### src/include/lprg_pkg.sv
// Behaviour
// - in normal mode, a button reset asserts only after button held continuously for long-press delay, 0.5 s to 10 s
// - short presses give no reset; delay count restarts on next press
// - without fixed pulse, reset follows button release immediately, no minimum width
// - with fixed pulse, reset holds exactly pulse time regardless of button
// - over-voltage detect starts a 42 ms test-entry delay before feedback
// - after test-entry delay, reset for pulse time or while over-voltage persists
// - in test mode each press uses long-press delay divided by 128
// - test mode persists until power-on reset; no input leaves it
// - after power-on, normal mode, reset inactive, counters idle
// - reset polarity and open-drain or push-pull drive are build options
package lprg_pkg;
  localparam int unsigned CLK_HZ           = 50_000_000;
  localparam int unsigned PRESS_DELAY_MS   = 500;
  localparam int unsigned ENTRY_DELAY_MS   = 42;
  localparam int unsigned PULSE_TIME_MS    = 210;
  localparam int unsigned TEST_DIVIDER     = 128;
  localparam int unsigned MS_PER_S         = 1000;
  localparam int unsigned CNT_W            = 32;

  typedef enum logic [2:0]
  {
    LPRG_IDLE,
    LPRG_COUNT,
    LPRG_ASSERT,
    LPRG_PULSE,
    LPRG_WAIT_REL
  } lprg_state_t;

  typedef struct packed
  {
    logic pressed;
    logic overvolt;
  } lprg_inputs_t;

  typedef struct packed
  {
    logic out;
    logic oe;
  } lprg_pin_t;
endpackage

### src/hdl/lprg_core.sv
`timescale 1ns/10ps
module lprg_core
#(
  parameter int unsigned PRESS_DELAY_MS = lprg_pkg::PRESS_DELAY_MS,
  parameter int unsigned ENTRY_DELAY_MS = lprg_pkg::ENTRY_DELAY_MS,
  parameter int unsigned PULSE_TIME_MS  = lprg_pkg::PULSE_TIME_MS,
  parameter bit          FIXED_PULSE    = 1'b0,
  parameter bit          ACTIVE_HIGH    = 1'b0,
  parameter bit          OPEN_DRAIN     = 1'b1,
  // cycle counts; shorten these in simulation
  parameter int unsigned PRESS_CYCLES   = PRESS_DELAY_MS * (lprg_pkg::CLK_HZ / lprg_pkg::MS_PER_S),
  parameter int unsigned ENTRY_CYCLES   = ENTRY_DELAY_MS * (lprg_pkg::CLK_HZ / lprg_pkg::MS_PER_S),
  parameter int unsigned PULSE_CYCLES   = PULSE_TIME_MS * (lprg_pkg::CLK_HZ / lprg_pkg::MS_PER_S)
)
(
  input  wire logic core_clk_i,
  input  wire logic srst_i,
  input  wire logic push_button_input_n_i,
  input  wire logic overvolt_detect_i,
  output logic      reset_out_o,
  output logic      reset_oe_o,
  output logic      reset_active_o,
  output logic      test_mode_o
);
  localparam logic [lprg_pkg::CNT_W-1:0] PRESS_LAST = lprg_pkg::CNT_W'(PRESS_CYCLES - 1);
  localparam logic [lprg_pkg::CNT_W-1:0] SHORT_LAST =
    lprg_pkg::CNT_W'((PRESS_CYCLES / lprg_pkg::TEST_DIVIDER > 0) ?
                     PRESS_CYCLES / lprg_pkg::TEST_DIVIDER - 1 : 0);
  localparam logic [lprg_pkg::CNT_W-1:0] ENTRY_LAST = lprg_pkg::CNT_W'(ENTRY_CYCLES - 1);
  localparam logic [lprg_pkg::CNT_W-1:0] PULSE_LAST = lprg_pkg::CNT_W'(PULSE_CYCLES - 1);

  lprg_pkg::lprg_inputs_t raw;
  lprg_pkg::lprg_inputs_t syn;
  lprg_pkg::lprg_state_t  state_reg;
  logic [lprg_pkg::CNT_W-1:0] cnt_reg;
  logic                   test_reg;
  logic                   entry_reg;
  logic                   active_reg;
  logic                   cause_reg;
  logic                   trig;
  logic                   delay_done;

  // level that holds a follow-the-input reset: over-voltage for entry, else the button
  function automatic logic cause_level(input logic from_ov, input lprg_pkg::lprg_inputs_t lv);
    cause_level = from_ov ? lv.overvolt : lv.pressed;
  endfunction

  assign raw.pressed  = ~push_button_input_n_i;
  assign raw.overvolt = overvolt_detect_i;

  lprg_sync u_sync
  (
    .core_clk_i (core_clk_i),
    .srst_i     (srst_i),
    .raw_i      (raw),
    .sync_o     (syn)
  );

  // trigger level: over-voltage while not yet in test mode, else the button
  assign trig = (syn.overvolt && !test_reg) ? 1'b1 : syn.pressed;
  assign delay_done = entry_reg ? (cnt_reg == ENTRY_LAST) :
                      test_reg  ? (cnt_reg == SHORT_LAST) : (cnt_reg == PRESS_LAST);

  always_ff @(posedge core_clk_i)
  begin
    if (srst_i)
    begin
      test_reg <= 1'b0;
    end
    else if (entry_reg && state_reg == lprg_pkg::LPRG_COUNT && delay_done)
    begin
      test_reg <= 1'b1;
    end
  end

  always_ff @(posedge core_clk_i)
  begin
    if (srst_i)
    begin
      state_reg <= lprg_pkg::LPRG_IDLE;
      cnt_reg   <= '0;
      entry_reg <= 1'b0;
      cause_reg <= 1'b0;
    end
    else
    begin
      case (state_reg)
        lprg_pkg::LPRG_IDLE:
        begin
          cnt_reg <= '0;
          if (syn.overvolt && !test_reg)
          begin
            entry_reg <= 1'b1;
            state_reg <= lprg_pkg::LPRG_COUNT;
          end
          else if (syn.pressed)
          begin
            entry_reg <= 1'b0;
            state_reg <= lprg_pkg::LPRG_COUNT;
          end
        end
        lprg_pkg::LPRG_COUNT:
        begin
          if (!trig)
          begin
            state_reg <= lprg_pkg::LPRG_IDLE;
            cnt_reg   <= '0;
          end
          else if (delay_done)
          begin
            cnt_reg   <= '0;
            cause_reg <= entry_reg;
            entry_reg <= 1'b0;
            state_reg <= FIXED_PULSE ? lprg_pkg::LPRG_PULSE : lprg_pkg::LPRG_ASSERT;
          end
          else
          begin
            cnt_reg <= cnt_reg + 1'b1;
          end
        end
        lprg_pkg::LPRG_ASSERT:
        begin
          // follow the level that caused the trigger
          if (!cause_level(cause_reg, syn))
          begin
            state_reg <= lprg_pkg::LPRG_IDLE;
          end
        end
        lprg_pkg::LPRG_PULSE:
        begin
          if (cnt_reg == PULSE_LAST)
          begin
            cnt_reg   <= '0;
            state_reg <= lprg_pkg::LPRG_WAIT_REL;
          end
          else
          begin
            cnt_reg <= cnt_reg + 1'b1;
          end
        end
        lprg_pkg::LPRG_WAIT_REL:
        begin
          if (!syn.pressed && !syn.overvolt)
          begin
            state_reg <= lprg_pkg::LPRG_IDLE;
          end
        end
        default:
        begin
          state_reg <= lprg_pkg::LPRG_IDLE;
        end
      endcase
    end
  end

  always_ff @(posedge core_clk_i)
  begin
    if (srst_i)
    begin
      active_reg <= 1'b0;
    end
    else
    begin
      active_reg <= (state_reg == lprg_pkg::LPRG_COUNT && trig && delay_done) ||
                    (state_reg == lprg_pkg::LPRG_ASSERT && cause_level(cause_reg, syn)) ||
                    (state_reg == lprg_pkg::LPRG_PULSE && cnt_reg != PULSE_LAST);
    end
  end

  // polarity and drive style
  always_comb
  begin
    if (OPEN_DRAIN)
    begin
      reset_out_o = ACTIVE_HIGH;
      reset_oe_o  = active_reg;
    end
    else
    begin
      reset_out_o = ACTIVE_HIGH ? active_reg : ~active_reg;
      reset_oe_o  = 1'b1;
    end
  end

  assign reset_active_o = active_reg;
  assign test_mode_o    = test_reg;
endmodule

### src/hdl/lprg_sync.sv
`timescale 1ns/10ps
// two-flop synchroniser for the button and over-voltage levels
module lprg_sync
(
  input  wire logic                  core_clk_i,
  input  wire logic                  srst_i,
  input  wire lprg_pkg::lprg_inputs_t raw_i,
  output lprg_pkg::lprg_inputs_t      sync_o
);
  lprg_pkg::lprg_inputs_t meta_reg;
  lprg_pkg::lprg_inputs_t sync_reg;

  always_ff @(posedge core_clk_i)
  begin
    if (srst_i)
    begin
      meta_reg <= '0;
      sync_reg <= '0;
    end
    else
    begin
      meta_reg <= raw_i;
      sync_reg <= meta_reg;
    end
  end

  assign sync_o = sync_reg;
endmodule

### config.mk
export PLATFORM = sky130hd
export DESIGN_NAME = lprg_core
export DESIGN_NICKNAME = d
export VERILOG_FILES = /design/src/include/lprg_pkg.sv /design/src/hdl/lprg_core.sv /design/src/hdl/lprg_sync.sv
export SDC_FILE = /design/constraint.sdc
export NUM_CORES = 1
export LEC_CHECK = 0
export BUFFER_PORTS_ARGS = -buffer_cell sky130_fd_sc_hd__buf_2
export CAP_MARGIN = 20
export CELL_PAD_IN_SITES_DETAIL_PLACEMENT = 1
export CELL_PAD_IN_SITES_GLOBAL_PLACEMENT = 1
export CORE_UTILIZATION = 42
export CTS_BUF_LIST = sky130_fd_sc_hd__clkbuf_8 sky130_fd_sc_hd__clkbuf_16
export DETAILED_ROUTE_END_ITERATION = 7
export MAX_ROUTING_LAYER = met4
export PLACE_DENSITY_LB_ADDON = 0.15
export SETUP_SLACK_MARGIN = 0.2
export SYNTH_ARGS = -nofsm -noshare
export SYNTH_HDL_FRONTEND = slang
export SYNTH_SLANG_ARGS = --single-unit
### constraint.sdc
create_clock -name core_clk_i -period 2.15 [get_ports core_clk_i]
set_input_delay 0 -clock core_clk_i [delete_from_list [all_inputs] [get_ports core_clk_i]]
set_output_delay 0 -clock core_clk_i [all_outputs]
set_load 0.01 [all_outputs]
Word-level counts from Yosys, hierarchy flattened
Index checks and enable logic that the tools add are counted.
Cells by class
  bitwise logic cells: 1
  muxes and demuxes: 21
  add/subtract/negate cells: 1
  reductions and logical operators: 19
  eq/ne operators: 16
Operators by type and width (count)
  $mux 32: 3
  $pmux 32 s3: 1
  $add 32x1->32 const B: 1
  $eq 32x18->1 const B: 1
  $eq 32x22->1 const B: 1
  $eq 32x24->1 const B: 1
  $eq 32x25->1 const B: 1
  $ne 32x24->1 const B: 1
  $mux 3: 7
  $pmux 3 s5: 1
  $ne 2x2->1 const B: 5
  $logic_and 1x1->1: 8
  $mux 1: 8
  $eq 3x2->1 const B: 2
  $reduce_and 5->1: 1
  $reduce_and 4->1: 1
  $eq 3x1->1 const B: 1
  $eq 3x3->1 const B: 1
  $logic_not 1->1: 3
  $logic_not 3->1: 1
  $ne 3x2->1 const B: 1
  $ne 3x3->1 const B: 1
  $reduce_and 3->1: 1
  $reduce_bool 3->1: 1
  4 further kinds: 5
Storage, ports and cells
  word-level logic and storage cells: 68
  output and inout bits: 4
  bits in registers: 43
  input port bits: 4

Logic depth before layout (Yosys ltp)
  depth after elaboration: 7
  depth in mapped cells: 10
  depth with buffers taken out: 8

By module
From an unflattened synthesis, not the netlist that was laid out.
Second synthesis, totals
  cell total of the unflattened synthesis: 289
  area, all modules: 2343.5 um2
By module, submodules not included
  lprg_core: seq. area each 780.7 um2, area each 2238.4 um2, instances 1, cells an instance 281
  lprg_sync: seq. area each 80.1 um2, area each 105.1 um2, instances 1, cells an instance 8

Worst setup path after synthesis
No wires, ideal clock.
  kind: register to register
  start: register cnt_reg[6] in the netlist's numbering
  end: register cnt_reg[11] in the netlist's numbering
  path buffers: 2
  path slack: -248 ps
  data arrival time: 2279 ps
  period minus slack after synthesis: 2398 ps
  data required time: 2030 ps
  stages on the path, launching flop included: 10
  library setup time: 120 ps
  path through: dfxtp_1 or4b_1 or4_1 nor3_2 nor3_1 a21oi_2 buf_4 buf_6 nor3_1 a211o_1
On the way
  longest elaborated chain between the ends: 6
  elaborated cells between the ends (all ways): 11
  classes of those cells: add/sub: 1; eq/ne: 4; mux: 6
RTL lines
  start, declared: line lprg_core.sv:35  | logic [lprg_pkg::CNT_W-1:0] cnt_reg;
  start signal, assigned: line lprg_core.sv:118  | cnt_reg <= cnt_reg + 1'b1;
  start signal, assigned: line lprg_core.sv:138  | cnt_reg <= cnt_reg + 1'b1;
  branches (longest 5 deep; another with $add 32x1->32)
  $pmux 32 s3 *: line lprg_core.sv:87  | case (state_reg)
Every way passes the cells marked *.
A chain may end at the register's enable or synchronous reset.

Final worst setup path
  start: register cnt_reg[6] in the netlist's numbering
  end: register cnt_reg[24] in the netlist's numbering
Same word-level chain as after synthesis.

==> flow_summary_export.csv <==
group,metric,value,unit
synthesis,yosys_warnings,0,
cells_and_area,drive_gt1_share,29.4,%
worst_setup_path,slowest_delay,0.53,ns
placed_design,dp_hpwl,5420,microns
grt,grt_usage,27.4,%
pwr,leakage,1.31,nW
pwr,p_int,1.31,mW
die,core-area,5540,sq um
hold_path,min-delay-start,"srst_i",
synthesis,syn_nets,308,
synthesis,syn-cell-area,2420,sq um
clock_tree,htree_levels,2,
clock_tree,clock_latency,0.30,ns
synthesis,synth_ff_type,"dfxtp_1",
worst_setup_path,cp_max_fo,11,
clock_tree,max-clock-path-buffers,2,
worst_setup_path,reg2reg_depth,10,
timing,period_minus_slack,2.59,ns
cells_and_area,n_antenna_cell,0,
route,drtIter0Drc,195,
worst_setup_path,start_kind,"flip-flop",
timing,slew_violations,0,
cells_and_area,largest_reg_flops,32,
worst_setup_path,critPathKind,"flip-flop to flip-flop",
synthesis,ys_types,53,
worst_setup_path,rrSetupSlack,-0.44,ns
grt,first_global_vias,2620,
grt,grt_max_degree,29,
cells_and_area,multi_input_area,1560,sq um
worst_setup_path,critPathCaptureType,"flip-flop",
timing,rsz0062_at_grt,"true",
grt,antenna_found_initial,0,
grt,grt_pass1_wl,12700,microns
die,num_rows,27,
synthesis,async_reset_ff_share,0,%
cells_and_area,nFillCells,673,
synthesis,synth_area_leaders,"dfxtp_1 (36%), nand3_1 (4.3%), nor3_1 (4.3%), nand2_1 (3.4%), nor2_1 (3.1%)",
pwr,power,1.69,mW
synthesis,synth_edf_count,0,
timing,clock.fmax,386,MHz
timing,hold_slack,0.0873,ns
pwr,peakVddDrop,0.000309,V
worst_setup_path,reg2reg_to,"cnt_reg[24]",
die,dieHeight,78.0,microns
worst_setup_path,arrival,2.79,ns
route,wire_per_inst,21.1,microns
clock_tree,clk_pin_slew,0.09,ns
pwr,swShare,22.6,%
placed_design,gp_congestion,0.838,
clock_tree,numClockSinks,43,
die,die_w,78.0,microns
clock_tree,cts-root-buf,"clkbuf_8",
synthesis,syn_inst,303,
timing,timing.final.crit_share,121,%
die,pin_count,8,
synthesis,synth_top_area_share,35.5,%
worst_setup_path,crit_required,2.35,ns
timing,timing.final.ws_setup,-0.441,ns
outcome,violations,"negative setup slack",
timing,slew-limit-headroom,46.5,%
route,vias,2744,
cells_and_area,final_cell_mix,"buf_4 (53), dfxtp_1 (42), nand2_1 (22)",
pwr,combPwrFrac,6.6,%
route,drt_wl_total,9140,microns
cells_and_area,nets,365,
timing,finalHoldViolations,0,
placed_design,place_ws,-0.486,ns
worst_setup_path,slowest_stage,"or4b_4",
pwr,sequentialPowerShare,47.9,%
route,dr.pass1.iters,4,
cells_and_area,layout_commonest_cell,"buf_4",
timing,worst_slew_pin_slew,0.782,ns
route,drc,0,
clock_tree,cts_tree,"yes",
outcome,outcome,"finished with violations",
job,max_cap_violations,0,
die,die_area,6080,sq um
pwr,clockPowerShare,45.5,%
clock_tree,numCtsBuffers,5,
synthesis,avgSynthCellArea,8.00,sq um
worst_setup_path,crit_path_cell_trace,"or4b_4 > or3_4 > a211oi_2 > nand4b_1 > buf_6 > a21oi_4 > buf_6 > buf_12 > nor4b_1 > a211o_1",
grt,overflow,0,
hold_path,whs_endpoint,"state_reg[2]",
cells_and_area,area_growth,34.7,%
synthesis,ys_seq_area_share,35.5,%
timing,setup_viol,38,
synthesis,yosysTopAreaCell,"dfxtp_1",
worst_setup_path,critPathMostFrequentCell,"buf_6",
timing,clock_skew,0.00946,ns
hold_path,min_path_type,"primary input to flip-flop",
pwr,power_switching,0.383,mW
route,antenna_left,0,
worst_setup_path,r2r-start,"cnt_reg[6]",
route,vias_per_cell,6.34,
placed_design,port_buffers,6,
cells_and_area,seq_area,862,sq um
pwr,cellPowerDensity,518,nW/um^2
synthesis,ys_ff_latch,43,
die,start_util,43.8,%
hold_path,hold_depth,2,
## kinds of logic after synthesis
group           Yosys count  share of synthesized area, %
buf+inv                  31                          5.99
simple gates            145                          32.2
compound gates           75                          22.9
mux                       3                          1.29
flops                    43                          35.5
fa+ha+maj                 1                         0.516
other cells               1                         0.155
xor+xnor                  4                          1.44
## worst max path at each step
stage	from	endpoint	slack [ns]
6_report	cnt_reg[6]	cnt_reg[24]	-0.44
2_1_floorplan	cnt_reg[6]	cnt_reg[11]	-0.23
3_3_place_gp	cnt_reg[6]	cnt_reg[21]	-0.38
5_1_grt	cnt_reg[6]	cnt_reg[31]	-0.53
4_1_cts	cnt_reg[6]	cnt_reg[28]	-0.39
3_5_place_dp	cnt_reg[6]	cnt_reg[19]	-0.49
## metrics by stage
step                utilization [%]  instances  instance area (sq um)  TNS [ns]
floorplan                         -        303                   2450     -4.66
global route                   58.9        433                   3270    -16.33
detailed placement             51.6        411                   2860    -11.63
global placement               51.6        411                   2860     -8.99
CTS                            55.6        421                   3080    -10.83
finish                         58.9        433                   3270    -12.95
## cell type report
cell class / instances / share of cell area, %
Multi-Input combinational cell: 231 / 47.8
Inverter: 7 / 0.805
Clock buffer: 5 / 2.11
Sequential cell: 43 / 26.4
Timing Repair Buffer: 72 / 18.2
Tap cell: 72 / 2.76
Clock inverter: 3 / 1.95
## cells in the mapped netlist, drive strengths merged, types with 6 or more instances
library cell,number
clkbuf,14
nand4,9
nor2b,7
dfxtp,43
nand3,21
and3,10
nor2,20
or3,11
inv,7
buf,10
nand2,22
nor4,6
nor3,22
a31oi,8
a22o,7
o21ai,9
a21o,8
a21oi,11
## power by group through the flow
stage | clock (mW) | combinational, mW | sequential, mW
after global routing | 0.815 | 0.118 | 0.812
after floorplan | 0 | 0.0518 | 0.827
after global placement | 0 | 0.0783 | 0.829
final | 0.770 | 0.112 | 0.811
after CTS | 0.773 | 0.0901 | 0.810
after detailed placement | 0 | 0.0807 | 0.829
## critical path, delay by kind of cell (launching register included)
family / cells / cell delay (ns)
and+or+nand+nor: 4 / 1.07
buffers and inverters: 3 / 0.42
AOI/OAI and AO/OA: 3 / 0.67
DFF: 1 / 0.33
## what timing repair did
item,CTS,global route
buffers inserted,0,9
setup endpoints to repair,39,39
cloned,0,3
hold endpoints to repair,2,0
resized for setup,17,15
pin swaps,5,6
hold buffers,2,0
## routing by layer
metal  wire (microns)  track usage [%]  part of all wire (%)
met1             3990             33.8                    44
met3              461             3.29                   5.0
met5                0                -                     0
met2             4520             46.7                    49
met4              164             8.33                   1.8
Note: power is estimated with default switching activity, not from simulation.
